--- config.mk ---
export PLATFORM = sky130hd
export DESIGN_NAME = switch_mode_pwm_event_timebase
export DESIGN_NICKNAME = d
export VERILOG_FILES = /design/src/hw/pwm_timebase_pkg.sv /design/src/hw/switch_mode_pwm_event_timebase.sv
export SDC_FILE = /design/constraint.sdc
export NUM_CORES = 1
export LEC_CHECK = 0
export ABC_AREA = 1
export BUFFER_PORTS_ARGS = -buffer_cell sky130_fd_sc_hd__buf_2
export CORE_UTILIZATION = 35
export CTS_BUF_LIST = sky130_fd_sc_hd__clkbuf_4 sky130_fd_sc_hd__clkbuf_8 sky130_fd_sc_hd__clkbuf_16
export DETAILED_ROUTE_END_ITERATION = 8
export PLACE_DENSITY_LB_ADDON = 0.15
export SYNTH_ARGS = -nofsm -noshare
export SYNTH_HDL_FRONTEND = slang
export SYNTH_SLANG_ARGS = --single-unit
--- constraint.sdc ---
create_clock -name clk_sys -period 5.5 [get_ports clk_sys]
set_input_delay 1.1 -clock clk_sys [delete_from_list [all_inputs] [get_ports clk_sys]]
set_output_delay 1.1 -clock clk_sys [all_outputs]
set_load 0.1 [all_outputs]
--- src/hw/pwm_timebase_pkg.sv ---
// package for the switch-mode pwm event/time-base core
// assumes a 32-bit classic wishbone slave with byte-wide registers
package pwm_timebase_pkg;

  // ----------------------------------------------------------------
  // register byte addresses, one aligned word each
  // ----------------------------------------------------------------
  localparam logic [7:0] ADDR_CTRL      = 8'h00;
  localparam logic [7:0] ADDR_PRESCALE  = 8'h04;
  localparam logic [7:0] ADDR_PER_SRC   = 8'h08;
  localparam logic [7:0] ADDR_RISE_SRC  = 8'h0c;
  localparam logic [7:0] ADDR_FALL_SRC  = 8'h10;
  localparam logic [7:0] ADDR_IRQ_CTRL  = 8'h14;
  localparam logic [7:0] ADDR_TMR_LOW   = 8'h18;
  localparam logic [7:0] ADDR_TMR_HIGH  = 8'h1c;
  localparam logic [7:0] ADDR_PER_LOW   = 8'h20;
  localparam logic [7:0] ADDR_PER_HIGH  = 8'h24;
  localparam logic [7:0] ADDR_PH_LOW    = 8'h28;
  localparam logic [7:0] ADDR_PH_HIGH   = 8'h2c;
  localparam logic [7:0] ADDR_DUTY_LOW  = 8'h30;
  localparam logic [7:0] ADDR_DUTY_HIGH = 8'h34;

  // ----------------------------------------------------------------
  // field positions and reset values
  // ----------------------------------------------------------------
  localparam int CTRL_EN_BIT   = 7;  // module enable
  localparam int CTRL_LD_BIT   = 6;  // load request
  // irq control: flags in low nibble, enables in high nibble
  localparam int FLAG_OVF_BIT  = 0;
  localparam int FLAG_PER_BIT  = 1;
  localparam int FLAG_PH_BIT   = 2;
  localparam int FLAG_DUTY_BIT = 3;
  localparam int NUM_FLAGS     = 4;
  // source select: bit0 timer match, bit1 pin, bits2..4 comparators
  localparam int NUM_SRC       = 5;
  localparam logic [15:0] CNT_RESET = 16'h0000;
  localparam logic [15:0] CNT_MAX   = 16'hffff;
  localparam logic [15:0] PER_RESET = 16'hffff;
  localparam logic [7:0]  BYTE_ZERO = 8'h00;
  localparam logic [2:0]  PRE_ONE   = 3'h0;

  // ----------------------------------------------------------------
  // carriers
  // ----------------------------------------------------------------
  typedef struct packed {
    logic [15:0] period;
    logic [15:0] phase;
    logic [15:0] duty;
  } compare_set_t;

  typedef struct packed {
    logic cmpThree;
    logic cmpTwo;
    logic cmpOne;
    logic pin;
  } async_in_t;

endpackage

--- src/hw/switch_mode_pwm_event_timebase.sv ---
// event sequencing and 16-bit time base of a switch-mode pwm controller
// assumes wishbone classic master on clk_sys; async inputs from pins
//
// Functional notes
// - period event is any selected mix of period match, pin, comparators.
// - period event clears counter next tick; counting resumes tick after.
// - only first rising and first falling event per period take effect.
// - rising event after a falling event in same period is suppressed.
// - rising event from selected mix of phase match, pin, comparators.
// - falling event from selected mix of duty match, pin, comparators.
// - accepted edges drive outputs directly with no extra alignment.
// - accepted rising event strobes falling blanking and dead-band start.
// - accepted falling event strobes rising blanking and dead-band start.
// - compare writes held until load request, applied at period reset.
// - counter starts at zero, increments each tick up to all ones.
// - wrap from all ones to zero without period event sets overflow flag.
// - counter readable as separate low and high byte registers.
// - clearing enable returns counter to reset value.
// - counter equal to active period makes period event, sets flag.
// - counter equal to active phase makes rising event, sets flag.
// - counter equal to active duty makes falling event, sets flag.
// - period held in byte pair plus shadow copy loaded at period reset.
// - phase byte pair is double buffered like the period.
// - duty byte pair is double buffered, shadow updated at period reset.
// - synchronous period lasts period value plus one ticks.
// - flags set on their event regardless of enable bits.
// - clearing enable clears all local time-base flags.
// - tick is clock divided by prescale of 1, 2, 4 or 8.
// - asynchronous inputs trigger on rising transition only.
module switch_mode_pwm_event_timebase (
  input  wire logic        clk_sys,
  input  wire logic        rstn,
  input  wire logic        wb_cyc_i,
  input  wire logic        wb_stb_i,
  input  wire logic        wb_we_i,
  input  wire logic [7:0]  wb_adr_i,
  input  wire logic [3:0]  wb_sel_i,
  input  wire logic [31:0] wb_dat_i,
  output logic      [31:0] wb_dat_o,
  output logic             wb_ack_o,
  input  wire logic        eventInputPin,
  input  wire logic        cmpOneSyncOut,
  input  wire logic        cmpTwoSyncOut,
  input  wire logic        cmpThreeSyncOut,
  output logic             riseStrobe,
  output logic             fallStrobe,
  output logic             pulseActive,
  output logic             periodStrobe
);

  // ----------------------------------------------------------------
  // input synchronisers
  // ----------------------------------------------------------------
  pwm_timebase_pkg::async_in_t asyncRaw, syncA_r, syncB_r, syncC_r;
  assign asyncRaw = '{cmpThree: cmpThreeSyncOut, cmpTwo: cmpTwoSyncOut,
                      cmpOne: cmpOneSyncOut, pin: eventInputPin};

  // two stages, then a third for edge detect; only syncB reads syncA
  always_ff @(posedge clk_sys or negedge rstn) begin
    if (!rstn) begin
      syncA_r <= '0;
      syncB_r <= '0;
      syncC_r <= '0;
    end else begin
      syncA_r <= asyncRaw;
      syncB_r <= syncA_r;
      syncC_r <= syncB_r;
    end
  end

  // rising transitions only, never levels
  logic [3:0] asyncRise;
  assign asyncRise = syncB_r & ~syncC_r;

  // ----------------------------------------------------------------
  // software registers
  // ----------------------------------------------------------------
  logic                  enable_r, loadReq_r;
  logic [2:0]            preSel_r;
  logic [pwm_timebase_pkg::NUM_SRC-1:0] perSrc_r, riseSrc_r, fallSrc_r;
  logic [pwm_timebase_pkg::NUM_FLAGS-1:0] flags_r, flagEn_r, flagSet;
  logic [pwm_timebase_pkg::NUM_FLAGS-1:0] flags_nxt;
  pwm_timebase_pkg::compare_set_t userVal_r, activeVal_r;
  logic [15:0]           count_r, count_nxt;

  wire wbReq   = wb_cyc_i & wb_stb_i & ~wb_ack_o;
  wire wbWr    = wbReq & wb_we_i & wb_sel_i[0];
  wire [7:0] wrByte = wb_dat_i[7:0];
  wire wrCtrl  = wbWr && wb_adr_i == pwm_timebase_pkg::ADDR_CTRL;
  wire wrIrq   = wbWr && wb_adr_i == pwm_timebase_pkg::ADDR_IRQ_CTRL;

  // ----------------------------------------------------------------
  // prescaler: one-cycle tick enable
  // ----------------------------------------------------------------
  logic [2:0] preCnt_r;
  logic       tick;
  // prescale code 0..3 selects divide by 1,2,4,8
  wire [2:0] preMask = 3'((4'h1 << preSel_r[1:0]) - 4'h1);
  assign tick = enable_r && ((preCnt_r & preMask) == preMask);

  always_ff @(posedge clk_sys or negedge rstn) begin
    if (!rstn) preCnt_r <= pwm_timebase_pkg::PRE_ONE;
    else if (!enable_r) preCnt_r <= pwm_timebase_pkg::PRE_ONE;
    else preCnt_r <= 3'(preCnt_r + 3'h1);
  end

  // ----------------------------------------------------------------
  // event formation
  // ----------------------------------------------------------------
  wire perMatch  = enable_r && count_r == activeVal_r.period;
  wire phMatch   = enable_r && count_r == activeVal_r.phase;
  wire dutyMatch = enable_r && count_r == activeVal_r.duty;
  // synchronous matches counted once per tick
  wire [4:0] perIn  = {asyncRise, perMatch & tick};
  wire [4:0] riseIn = {asyncRise, phMatch & tick};
  wire [4:0] fallIn = {asyncRise, dutyMatch & tick};
  wire perEvent  = enable_r && |(perIn & perSrc_r);
  wire riseEvent = enable_r && |(riseIn & riseSrc_r);
  wire fallEvent = enable_r && |(fallIn & fallSrc_r);

  // per-period bookkeeping; reset pending until next tick
  logic riseDone_r, fallDone_r, resetPend_r;
  wire riseAccept = riseEvent & ~riseDone_r & ~fallDone_r;
  wire fallAccept = fallEvent & ~fallDone_r;
  assign riseStrobe   = riseAccept;
  assign fallStrobe   = fallAccept;
  assign periodStrobe = perEvent;

  always_ff @(posedge clk_sys or negedge rstn) begin
    if (!rstn) begin
      riseDone_r <= 1'b0;
      fallDone_r <= 1'b0;
    end else if (!enable_r || perEvent) begin
      riseDone_r <= 1'b0;
      fallDone_r <= 1'b0;
    end else begin
      riseDone_r <= riseDone_r | riseAccept;
      fallDone_r <= fallDone_r | fallAccept;
    end
  end

  // active pulse follows accepted edges in the same cycle
  logic pulse_r;
  always_ff @(posedge clk_sys or negedge rstn) begin
    if (!rstn) pulse_r <= 1'b0;
    else if (!enable_r || fallAccept) pulse_r <= 1'b0;
    else if (riseAccept) pulse_r <= 1'b1;
  end
  // combinational so the edge needs no further clock alignment
  assign pulseActive = (pulse_r | riseAccept) & ~fallAccept;

  // ----------------------------------------------------------------
  // time base counter
  // ----------------------------------------------------------------
  // any period event on a tick clears at once, else it waits for one
  wire periodReset = tick & (resetPend_r | perEvent);
  always_comb begin
    count_nxt = count_r;
    if (!enable_r) count_nxt = pwm_timebase_pkg::CNT_RESET;
    else if (periodReset) count_nxt = pwm_timebase_pkg::CNT_RESET;
    else if (tick) count_nxt = 16'(count_r + 16'h0001);
  end

  // async period event between ticks waits for the next tick
  always_ff @(posedge clk_sys or negedge rstn) begin
    if (!rstn) begin
      count_r     <= pwm_timebase_pkg::CNT_RESET;
      resetPend_r <= 1'b0;
    end else begin
      count_r     <= count_nxt;
      resetPend_r <= enable_r & ~tick & (resetPend_r | perEvent);
    end
  end

  // wrap without period event
  wire overflow = tick && !periodReset && count_r == pwm_timebase_pkg::CNT_MAX;

  // ----------------------------------------------------------------
  // double buffered compare values
  // ----------------------------------------------------------------
  // shadow copies take the user bytes only on a period reset after load
  always_ff @(posedge clk_sys or negedge rstn) begin
    if (!rstn) begin
      activeVal_r <= '{period: pwm_timebase_pkg::PER_RESET,
                       phase: pwm_timebase_pkg::CNT_RESET,
                       duty: pwm_timebase_pkg::CNT_RESET};
    end else if (periodReset && loadReq_r) begin
      activeVal_r <= userVal_r;
    end
  end

  // ----------------------------------------------------------------
  // flags: hardware set beats software clear
  // ----------------------------------------------------------------
  assign flagSet[pwm_timebase_pkg::FLAG_OVF_BIT]  = overflow;
  assign flagSet[pwm_timebase_pkg::FLAG_PER_BIT]  = perMatch & tick;
  assign flagSet[pwm_timebase_pkg::FLAG_PH_BIT]   = phMatch & tick;
  assign flagSet[pwm_timebase_pkg::FLAG_DUTY_BIT] = dutyMatch & tick;

  genvar gi;
  generate
    for (gi = 0; gi < pwm_timebase_pkg::NUM_FLAGS; gi++) begin : g_flag
      always_comb begin
        flags_nxt[gi] = flags_r[gi];
        if (wrIrq) flags_nxt[gi] = wrByte[gi];
        if (flagSet[gi]) flags_nxt[gi] = 1'b1;
        if (!enable_r) flags_nxt[gi] = 1'b0;
      end
    end
  endgenerate

  // ----------------------------------------------------------------
  // register writes
  // ----------------------------------------------------------------
  always_ff @(posedge clk_sys or negedge rstn) begin
    if (!rstn) begin
      enable_r  <= 1'b0;
      loadReq_r <= 1'b0;
      preSel_r  <= pwm_timebase_pkg::PRE_ONE;
      perSrc_r  <= '0;
      riseSrc_r <= '0;
      fallSrc_r <= '0;
      flags_r   <= '0;
      flagEn_r  <= '0;
      userVal_r <= '{period: pwm_timebase_pkg::PER_RESET,
                     phase: pwm_timebase_pkg::CNT_RESET,
                     duty: pwm_timebase_pkg::CNT_RESET};
    end else begin
      flags_r <= flags_nxt;
      // load request self clears once applied; a new request wins
      if (wrCtrl) begin
        enable_r  <= wrByte[pwm_timebase_pkg::CTRL_EN_BIT];
        loadReq_r <= wrByte[pwm_timebase_pkg::CTRL_LD_BIT];
      end else if (periodReset) begin
        loadReq_r <= 1'b0;
      end
      if (wrIrq) flagEn_r <= wrByte[7:4];
      if (wbWr) begin
        unique case (wb_adr_i)
          pwm_timebase_pkg::ADDR_PRESCALE: preSel_r <= {1'b0, wrByte[1:0]};
          pwm_timebase_pkg::ADDR_PER_SRC:  perSrc_r  <= wrByte[4:0];
          pwm_timebase_pkg::ADDR_RISE_SRC: riseSrc_r <= wrByte[4:0];
          pwm_timebase_pkg::ADDR_FALL_SRC: fallSrc_r <= wrByte[4:0];
          pwm_timebase_pkg::ADDR_PER_LOW:  userVal_r.period[7:0]  <= wrByte;
          pwm_timebase_pkg::ADDR_PER_HIGH: userVal_r.period[15:8] <= wrByte;
          pwm_timebase_pkg::ADDR_PH_LOW:   userVal_r.phase[7:0]   <= wrByte;
          pwm_timebase_pkg::ADDR_PH_HIGH:  userVal_r.phase[15:8]  <= wrByte;
          pwm_timebase_pkg::ADDR_DUTY_LOW: userVal_r.duty[7:0]    <= wrByte;
          pwm_timebase_pkg::ADDR_DUTY_HIGH: userVal_r.duty[15:8]  <= wrByte;
          default: ;
        endcase
      end
    end
  end

  // ----------------------------------------------------------------
  // read mux and ack
  // ----------------------------------------------------------------
  logic [7:0] rdByte;
  always_comb begin
    rdByte = pwm_timebase_pkg::BYTE_ZERO;
    unique case (wb_adr_i)
      pwm_timebase_pkg::ADDR_CTRL:
        rdByte = {enable_r, loadReq_r, 6'h00};
      pwm_timebase_pkg::ADDR_PRESCALE: rdByte = {6'h00, preSel_r[1:0]};
      pwm_timebase_pkg::ADDR_PER_SRC:  rdByte = {3'h0, perSrc_r};
      pwm_timebase_pkg::ADDR_RISE_SRC: rdByte = {3'h0, riseSrc_r};
      pwm_timebase_pkg::ADDR_FALL_SRC: rdByte = {3'h0, fallSrc_r};
      pwm_timebase_pkg::ADDR_IRQ_CTRL: rdByte = {flagEn_r, flags_r};
      pwm_timebase_pkg::ADDR_TMR_LOW:  rdByte = count_r[7:0];
      pwm_timebase_pkg::ADDR_TMR_HIGH: rdByte = count_r[15:8];
      pwm_timebase_pkg::ADDR_PER_LOW:  rdByte = userVal_r.period[7:0];
      pwm_timebase_pkg::ADDR_PER_HIGH: rdByte = userVal_r.period[15:8];
      pwm_timebase_pkg::ADDR_PH_LOW:   rdByte = userVal_r.phase[7:0];
      pwm_timebase_pkg::ADDR_PH_HIGH:  rdByte = userVal_r.phase[15:8];
      pwm_timebase_pkg::ADDR_DUTY_LOW: rdByte = userVal_r.duty[7:0];
      pwm_timebase_pkg::ADDR_DUTY_HIGH: rdByte = userVal_r.duty[15:8];
      default: rdByte = pwm_timebase_pkg::BYTE_ZERO;
    endcase
  end

  // one wait state; unmapped reads give zero and still ack
  always_ff @(posedge clk_sys or negedge rstn) begin
    if (!rstn) begin
      wb_ack_o <= 1'b0;
      wb_dat_o <= '0;
    end else begin
      wb_ack_o <= wbReq;
      wb_dat_o <= wbReq ? {24'h000000, rdByte} : '0;
    end
  end
endmodule

==> flow_metrics.py, run 1 <==
metrics = {
    "run_status": {
        "status": "finished with violations",
        "violations": "DRC",
    },
    "worst_setup_path": {
        "r2r_cells": 8,
        "critical_path_cell_count": 9,
        "cp_slowest_cell": "dfrtp_1",
        "critical_path_class": "flop to output port",
        "cp_slowest_stage_delay_ns": 0.62,
        "regToRegSetupSlack_ns": 2.30,
        "timing.rr.start": "enable_r",
        "crit_family": "simple AND/OR/NAND/NOR gates",
        "critPathArrivalTime_ns": 2.76,
        "cp-end-kind": "output port",
        "cp_cell_sequence": "inv_1, nor2_2, inv_1, nor2_1, nand2_1, nand2_1, nand3_1, inv_1, buf_2",
        "crit_path_frequent_cell": "inv_1",
        "timing.critical_path.buf_inv": 4,
        "cp.required_ns": 4.40,
        "timing.rr.end": "activeVal_r[45]",
        "critPathLaunchType": "flop",
        "cp_max_fo": 11,
    },
    "clock_tree": {
        "cts_root_buf": "clkbuf_16",
        "clk_latency_ns": 0.44,
        "clock-sinks": 167,
        "htreeDepth": 4,
        "cts_setup_buffers": 0,
        "cts_tree": "built",
        "cts_resized": 0,
        "hold_buffers": 0,
        "ctsLongestPathBuffers": 2,
        "cts_made_buffers": 17,
        "clkTransAtPathRegs_ns": 0.07,
    },
    "yosys": {
        "synthTopCellsByArea": "dfrtp_1 (42%), nand2_1 (11%), dfstp_2 (10%), inv_1 (5.7%), o21ai_0 (5.5%)",
        "synth_edf_count": 0,
        "netlist_top_cells_count": "nand2_1 (234), dfrtp_1 (135), inv_1 (121)",
        "ys.warnings.count": 0,
        "yosys.area.top_type_share_pct": 42.03,
        "yosysSeqAreaShare_pct": 52.49,
        "netlist_instances": 945,
        "yosysTopAreaCell": "dfrtp_1",
        "avgSynthCellArea_um2": 8.506,
        "ys_types": 34,
        "synthFlopType": "dfrtp_1",
        "synth_most_common_cell": "nand2_1",
        "synth_area_um2": 8038,
        "ys_ff_latch": 167,
        "synthArstFlopShare_pct": 100.0,
    },
    "grt": {
        "grt_pass1_vias": 5905,
        "antenna_found_initial": 0,
        "grtUsageMet3_pct": 3.861,
        "grt_max_degree": 97,
        "gr-usage-all-layers_pct": 20.17,
        "busiest_layer": "met1",
        "grt_pass1_wl_um": 35200,
        "use_met1_pct": 30.52,
        "met2_usage_pct": 29.07,
        "gr-total-overflow": 0,
    },
    "power_and_ir_drop": {
        "seqPwrFrac_pct": 47.9,
        "p_leak_nw": 3.789,
        "pwr-share-clk_pct": 46.7,
        "comb_power_share_pct": 5.4,
        "total_power_mw": 2.593,
        "internal-power_mw": 1.896,
        "ir_drop_mv": 0.1708,
        "sw_frac_of_total_pct": 26.87,
        "power_density_nw_per_um2": 290.9,
        "p_sw_mw": 0.6968,
    },
    "route": {
        "num_vias": 6292,
        "via_per_inst": 4.954,
        "ant_nets": 0,
        "wl_um": 22570,
        "first_pass_iters": 9,
        "routedWlPerCell_um": 17.77,
        "drt_iter0_drc": 477,
        "drcViolationCount": 3,
    },
    "timing": {
        "final-setup-viol-count": 0,
        "max_slew_margin_pct": 31.97,
        "tns_ns": 0,
        "min_period_ns": 3.865,
        "hold_violations": 0,
        "finalWorstSetupSlack_ns": 1.635,
        "final_max_slew_viol_count": 0,
        "rsz0062_at_grt": "false",
        "fin_skew_ns": 0.01179,
        "hold_ws_ns": 0.3510,
        "fin_crit_sh_pct": 70.27,
        "worstMarginPinSlew_ns": 1.020,
        "max_freq_ghz": 0.2587,
    },
    "floorplan": {
        "row_count": 55,
        "coreArea_um2": 22570,
        "die_y_um": 153.5,
        "die_w_um": 153.5,
        "die-area_um2": 23570,
        "io_pins": 90,
        "start_util_pct": 35.61,
    },
    "layout": {
        "nets": 1027,
        "syn_to_final_growth_pct": 10.88,
        "fillCellCount": 2357,
        "fin_area_um2": 8912,
        "drive_gt1_share_pct": 12.69,
        "fin_cells": 1270,
        "multi_input_area_um2": 3038,
        "diodes": 0,
        "regArea_um2": 4219,
        "utilization_pct": 39.48,
    },
    "min_path": {
        "worstHoldPathType": "flop to flop",
        "holdPathEnd": "syncB_r[0]",
        "holdPathStages": 0,
        "hold_start": "syncA_r[0]",
    },
    "placement": {
        "port_buffers": 38,
        "place.gp.congestion": 0.8154,
        "dp_hpwl_um": 16490,
        "dp_slack_ns": 2.088,
        "place_inst": 1238,
        "placed_area_um2": 8324,
    },
    "run": {
        "drv_cap": 0,
    },
}
-- layout make-up --
| class | instances | area share, % |
|---|---|---|
| Clock buffer | 17 | 4.773 |
| Clock inverter | 15 | 1.825 |
| Inverter | 133 | 5.602 |
| Multi-Input combinational cell | 613 | 34.09 |
| Sequential cell | 167 | 47.34 |
| Tap cell | 285 | 4.001 |
| Timing Repair Buffer | 40 | 2.373 |
-- layout by cell type, fill, tap and decap left out, types with 2 or more instances in the layout --
master / n
nand2_1: 234
clkinv_4: 3
dfrtp_1: 135
buf_2: 37
nor2_2: 3
dfstp_2: 32
or2_2: 2
a221oi_1: 4
nor3_1: 8
nand4_1: 15
xnor2_1: 29
o22ai_1: 47
clkinvlp_4: 4
a21oi_1: 15
a31oi_1: 4
o2111ai_1: 4
xor2_1: 16
ha_1: 2
inv_1: 121
buf_4: 2
nor2_1: 41
conb_1: 24
nor4_1: 6
inv_8: 6
clkbuf_16: 17
inv_2: 12
o21ai_0: 89
nand3_1: 22
o21ai_1: 41
-- flip-flops by register name, summed over array words and instances, names as in the netlist --
signal       flops
syncB_r          4
userVal_r       48
preSel_r         2
wb_ack_o         1
syncC_r          4
preCnt_r         3
syncA_r          4
perSrc_r         5
count_r         16
wb_dat_o         8
fallDone_r       1
enable_r         1
pulse_r          1
flagEn_r         4
activeVal_r     48
riseDone_r       1
flags_r          4
loadReq_r        1
resetPend_r      1
fallSrc_r        5
riseSrc_r        5
-- power by group through the flow --
| stage | Sequential (mW) | Combinational, mW | Clock (mW) |
|---|---|---|---|
| 2_1_floorplan | 1.27 | 0.103 | 0 |
| 3_3_place_gp | 1.26 | 0.144 | 0 |
| 3_5_place_dp | 1.27 | 0.144 | 0 |
| 4_1_cts | 1.24 | 0.144 | 1.23 |
| 5_1_grt | 1.24 | 0.153 | 1.28 |
| 6_report | 1.24 | 0.141 | 1.21 |
-- worst reg2reg max path: stages, from the launching register on --
cell and delay [ns]:
dfrtp_1 0.62, inv_1 0.25, nor2_2 0.41, nand4_1 0.22
nand2_1 0.11, nand2_2 0.11, nand2_4 0.11, nand3_4 0.72
o21ai_0 0.54
-- cells by family after synthesis --
group,share of synthesized area (%)
buffers and inverters,10.79
AO/OA/AOI/OAI,14.29
AND/OR/NAND/NOR,17.17
adder cells (fa/ha/maj),0.3113
flip-flops,52.49
other,0.04666
XOR/XNOR,4.903
-- metal layers --
| layer | share of wire [%] | routed length, µm | vias up |
|---|---|---|---|
| li1 | - | - | 3081 |
| met1 | 51 | 11480 | 3055 |
| met2 | 44 | 9828 | 144 |
| met3 | 4.3 | 964 | 12 |
| met4 | 1.3 | 292 | 0 |
| met5 | 0 | 0 | - |
-- how the worst max path moves through the flow --
stage	start	endpoint
2_1_floorplan	count_r[6]	pulseActive
3_3_place_gp	count_r[3]	pulseActive
3_5_place_dp	count_r[3]	pulseActive
4_1_cts	count_r[3]	pulseActive
5_1_grt	enable_r	fallStrobe
6_report	enable_r	fallStrobe
(Power assumes the default switching activity.)
==> run 2, diff against run 1 <==
- clock period: 5.5 -> 4 ns (I/O delays scaled with it)
==> run 2 against run 1 <==
  * The flow still finishes with violations (DRC)
  * Non-clock buffer count is 5 higher
  * Routed wire length is 0.21% lower
  * Sequential power is 38% higher
  * Global-route usage hardly changed
  * Final area is 0.62% higher
  * Via count is 1.2% lower
  * Register-to-register slack worse by 0.90 ns
  * Utilization is 0.24 points higher
  * Setup slack worse by 1.2 ns
  * Clock power is 34% higher
  * Final cell count is 0.39% higher
  * Critical path type unchanged
  * Critical endpoint is now pulseActive
==> flow_metrics.py, run 2 (synthesis results as in run 1) <==
metrics = {
    "layout": {
        "final_common_cell": "nand2_1",
        "drive_gt1_share_pct": 13.13,
        "multi_input_area_um2": 3038,
        "fillCellCount": 2320,
        "nets": 1032,
        "syn_to_final_growth_pct": 11.57,
        "layout_common_cells": "nand2_1 (234), dfrtp_1 (135), inv_1 (121)",
        "diodes": 0,
        "top_regs": "activeVal_r x48, userVal_r x48, count_r x16",
        "regArea_um2": 4219,
    },
    "clock_tree": {
        "clk_latency_ns": 0.44,
        "cts_resized": 0,
        "ctsLongestPathBuffers": 2,
        "htreeDepth": 4,
        "cts_root_buf": "clkbuf_16",
        "cts_setup_buffers": 0,
        "hold_buffers": 0,
        "cts_made_buffers": 17,
        "clock-sinks": 167,
        "cts_tree": "built",
        "clkTransAtPathRegs_ns": 0.08,
    },
    "route": {
        "drcViolationCount": 3,
        "drt_iter0_drc": 610,
        "routedWlPerCell_um": 17.66,
        "first_pass_iters": 7,
        "wl_um": 22520,
        "via_per_inst": 4.874,
        "ant_nets": 0,
        "num_vias": 6214,
    },
    "worst_setup_path": {
        "cp_max_fo": 7,
        "timing.critical_path.buf_inv": 2,
        "cp.required_ns": 3.20,
        "cp-end-kind": "output port",
        "cp_cell_sequence": "inv_2, nor2_1, nor3_1, nand3_1, nor3_1, nand4_1, nand2_1, nand2_1, a21oi_1, buf_2",
        "critPathLaunchType": "flop",
        "critical_path_class": "flop to output port",
        "crit_family": "simple AND/OR/NAND/NOR gates",
        "critPathArrivalTime_ns": 2.72,
        "cp_slowest_cell": "dfrtp_1",
        "cp_slowest_stage_delay_ns": 0.48,
    },
    "timing": {
        "fin_crit_sh_pct": 87.90,
        "hold_violations": 0,
        "final-setup-viol-count": 0,
        "hold_ws_ns": 0.3526,
        "worstMarginPinSlew_ns": 0.9258,
        "min_period_ns": 3.516,
        "final_max_slew_viol_count": 0,
        "tns_ns": 0,
        "fin_skew_ns": 0.01120,
        "rsz0062_at_grt": "false",
        "max_freq_ghz": 0.2844,
        "max_slew_margin_pct": 38.28,
    },
    "grt": {
        "antenna_found_initial": 0,
        "grt_max_degree": 97,
        "gr-usage-all-layers_pct": 20.20,
        "grt_pass1_wl_um": 35500,
        "grt_pass1_vias": 5881,
        "gr-total-overflow": 0,
    },
    "run": {
        "drv_cap": 0,
    },
    "run_status": {
        "violations": "DRC",
        "status": "finished with violations",
    },
    "power_and_ir_drop": {
        "seqPwrFrac_pct": 48.5,
        "pwr-share-clk_pct": 45.9,
        "comb_power_share_pct": 5.6,
        "p_leak_nw": 3.821,
        "internal-power_mw": 2.557,
        "p_sw_mw": 0.9669,
        "sw_frac_of_total_pct": 27.44,
        "ir_drop_mv": 0.1925,
        "power_density_nw_per_um2": 392.9,
    },
    "placement": {
        "port_buffers": 38,
        "place.gp.congestion": 0.8122,
        "dp_hpwl_um": 16430,
    },
    "floorplan": {
        "io_pins": 90,
        "die-area_um2": 23570,
        "die_w_um": 153.5,
        "coreArea_um2": 22570,
        "die_y_um": 153.5,
        "start_util_pct": 35.61,
        "row_count": 55,
    },
    "min_path": {
        "worstHoldPathType": "flop to flop",
    },
}
run 2: changes by cell type in the layout (fill, tap and decap cells not counted):
cell / before / now
buf_12: 0 / 2
inv_6: 1 / 3
clkinv_8: 0 / 2
clkinv_4: 3 / 2
inv_8: 6 / 5
buf_4: 2 / 5
bufinv_16: 1 / 0
clkinvlp_4: 4 / 3
run 2: worst paths after layout:
path                                   from               to  slack [ns]  cells past startpoint
worst max-delay path             count_r[3]      pulseActive        0.48                     10
worst min-delay path             syncA_r[2]       syncB_r[2]        0.35                      0
worst max register to register  count_r[12]  activeVal_r[31]        1.40                     14
worst min register to register   syncA_r[2]       syncB_r[2]        0.35                      0
max in group asynchronous              rstn  activeVal_r[46]        2.72                      2
min in group asynchronous              rstn      preCnt_r[0]        0.50                      1
run 2: routing by layer:
layer	share of wire, %	vias up	GRT usage, %
met5	0	-	0
met2	42	158	28.70
li1	-	3101	-
met1	52	2927	31.25
met3	3.7	28	2.649
met4	2.3	0	6.905
run 2: area by class of cell:
class	instances	area share (%)
clock inverters	15	1.730
flip-flops and latches	167	47.05
clock buffers	17	4.744
inverters	133	5.567
multi-input cells	613	33.88
well taps	285	3.977
repair buffers	45	3.056
run 2: power by group through the flow:
| stage | sequential (mW) | combinational [mW] | clock, mW |
|---|---|---|---|
| finish | 1.71 | 0.199 | 1.62 |
| global route | 1.71 | 0.214 | 1.72 |
| CTS | 1.71 | 0.203 | 1.66 |
| detailed placement | 1.74 | 0.202 | 0 |
| global placement | 1.74 | 0.203 | 0 |
| floorplan | 1.74 | 0.142 | 0 |
run 2: through the flow:
step           worst slack [ns]  cells  total power, mW  cell area [µm²]  utilization [%]
5_1_grt                  0.2653   1275            3.642             8967            39.73
4_1_cts                  0.4115   1275            3.565             8967            39.73
2_1_floorplan            0.1671    968            1.884             8124                -
3_3_place_gp             0.8962   1243            1.942             8387            37.16
6_report                 0.4841   1275            3.524             8967            39.73
3_5_place_dp             0.8804   1243            1.942             8387            37.16
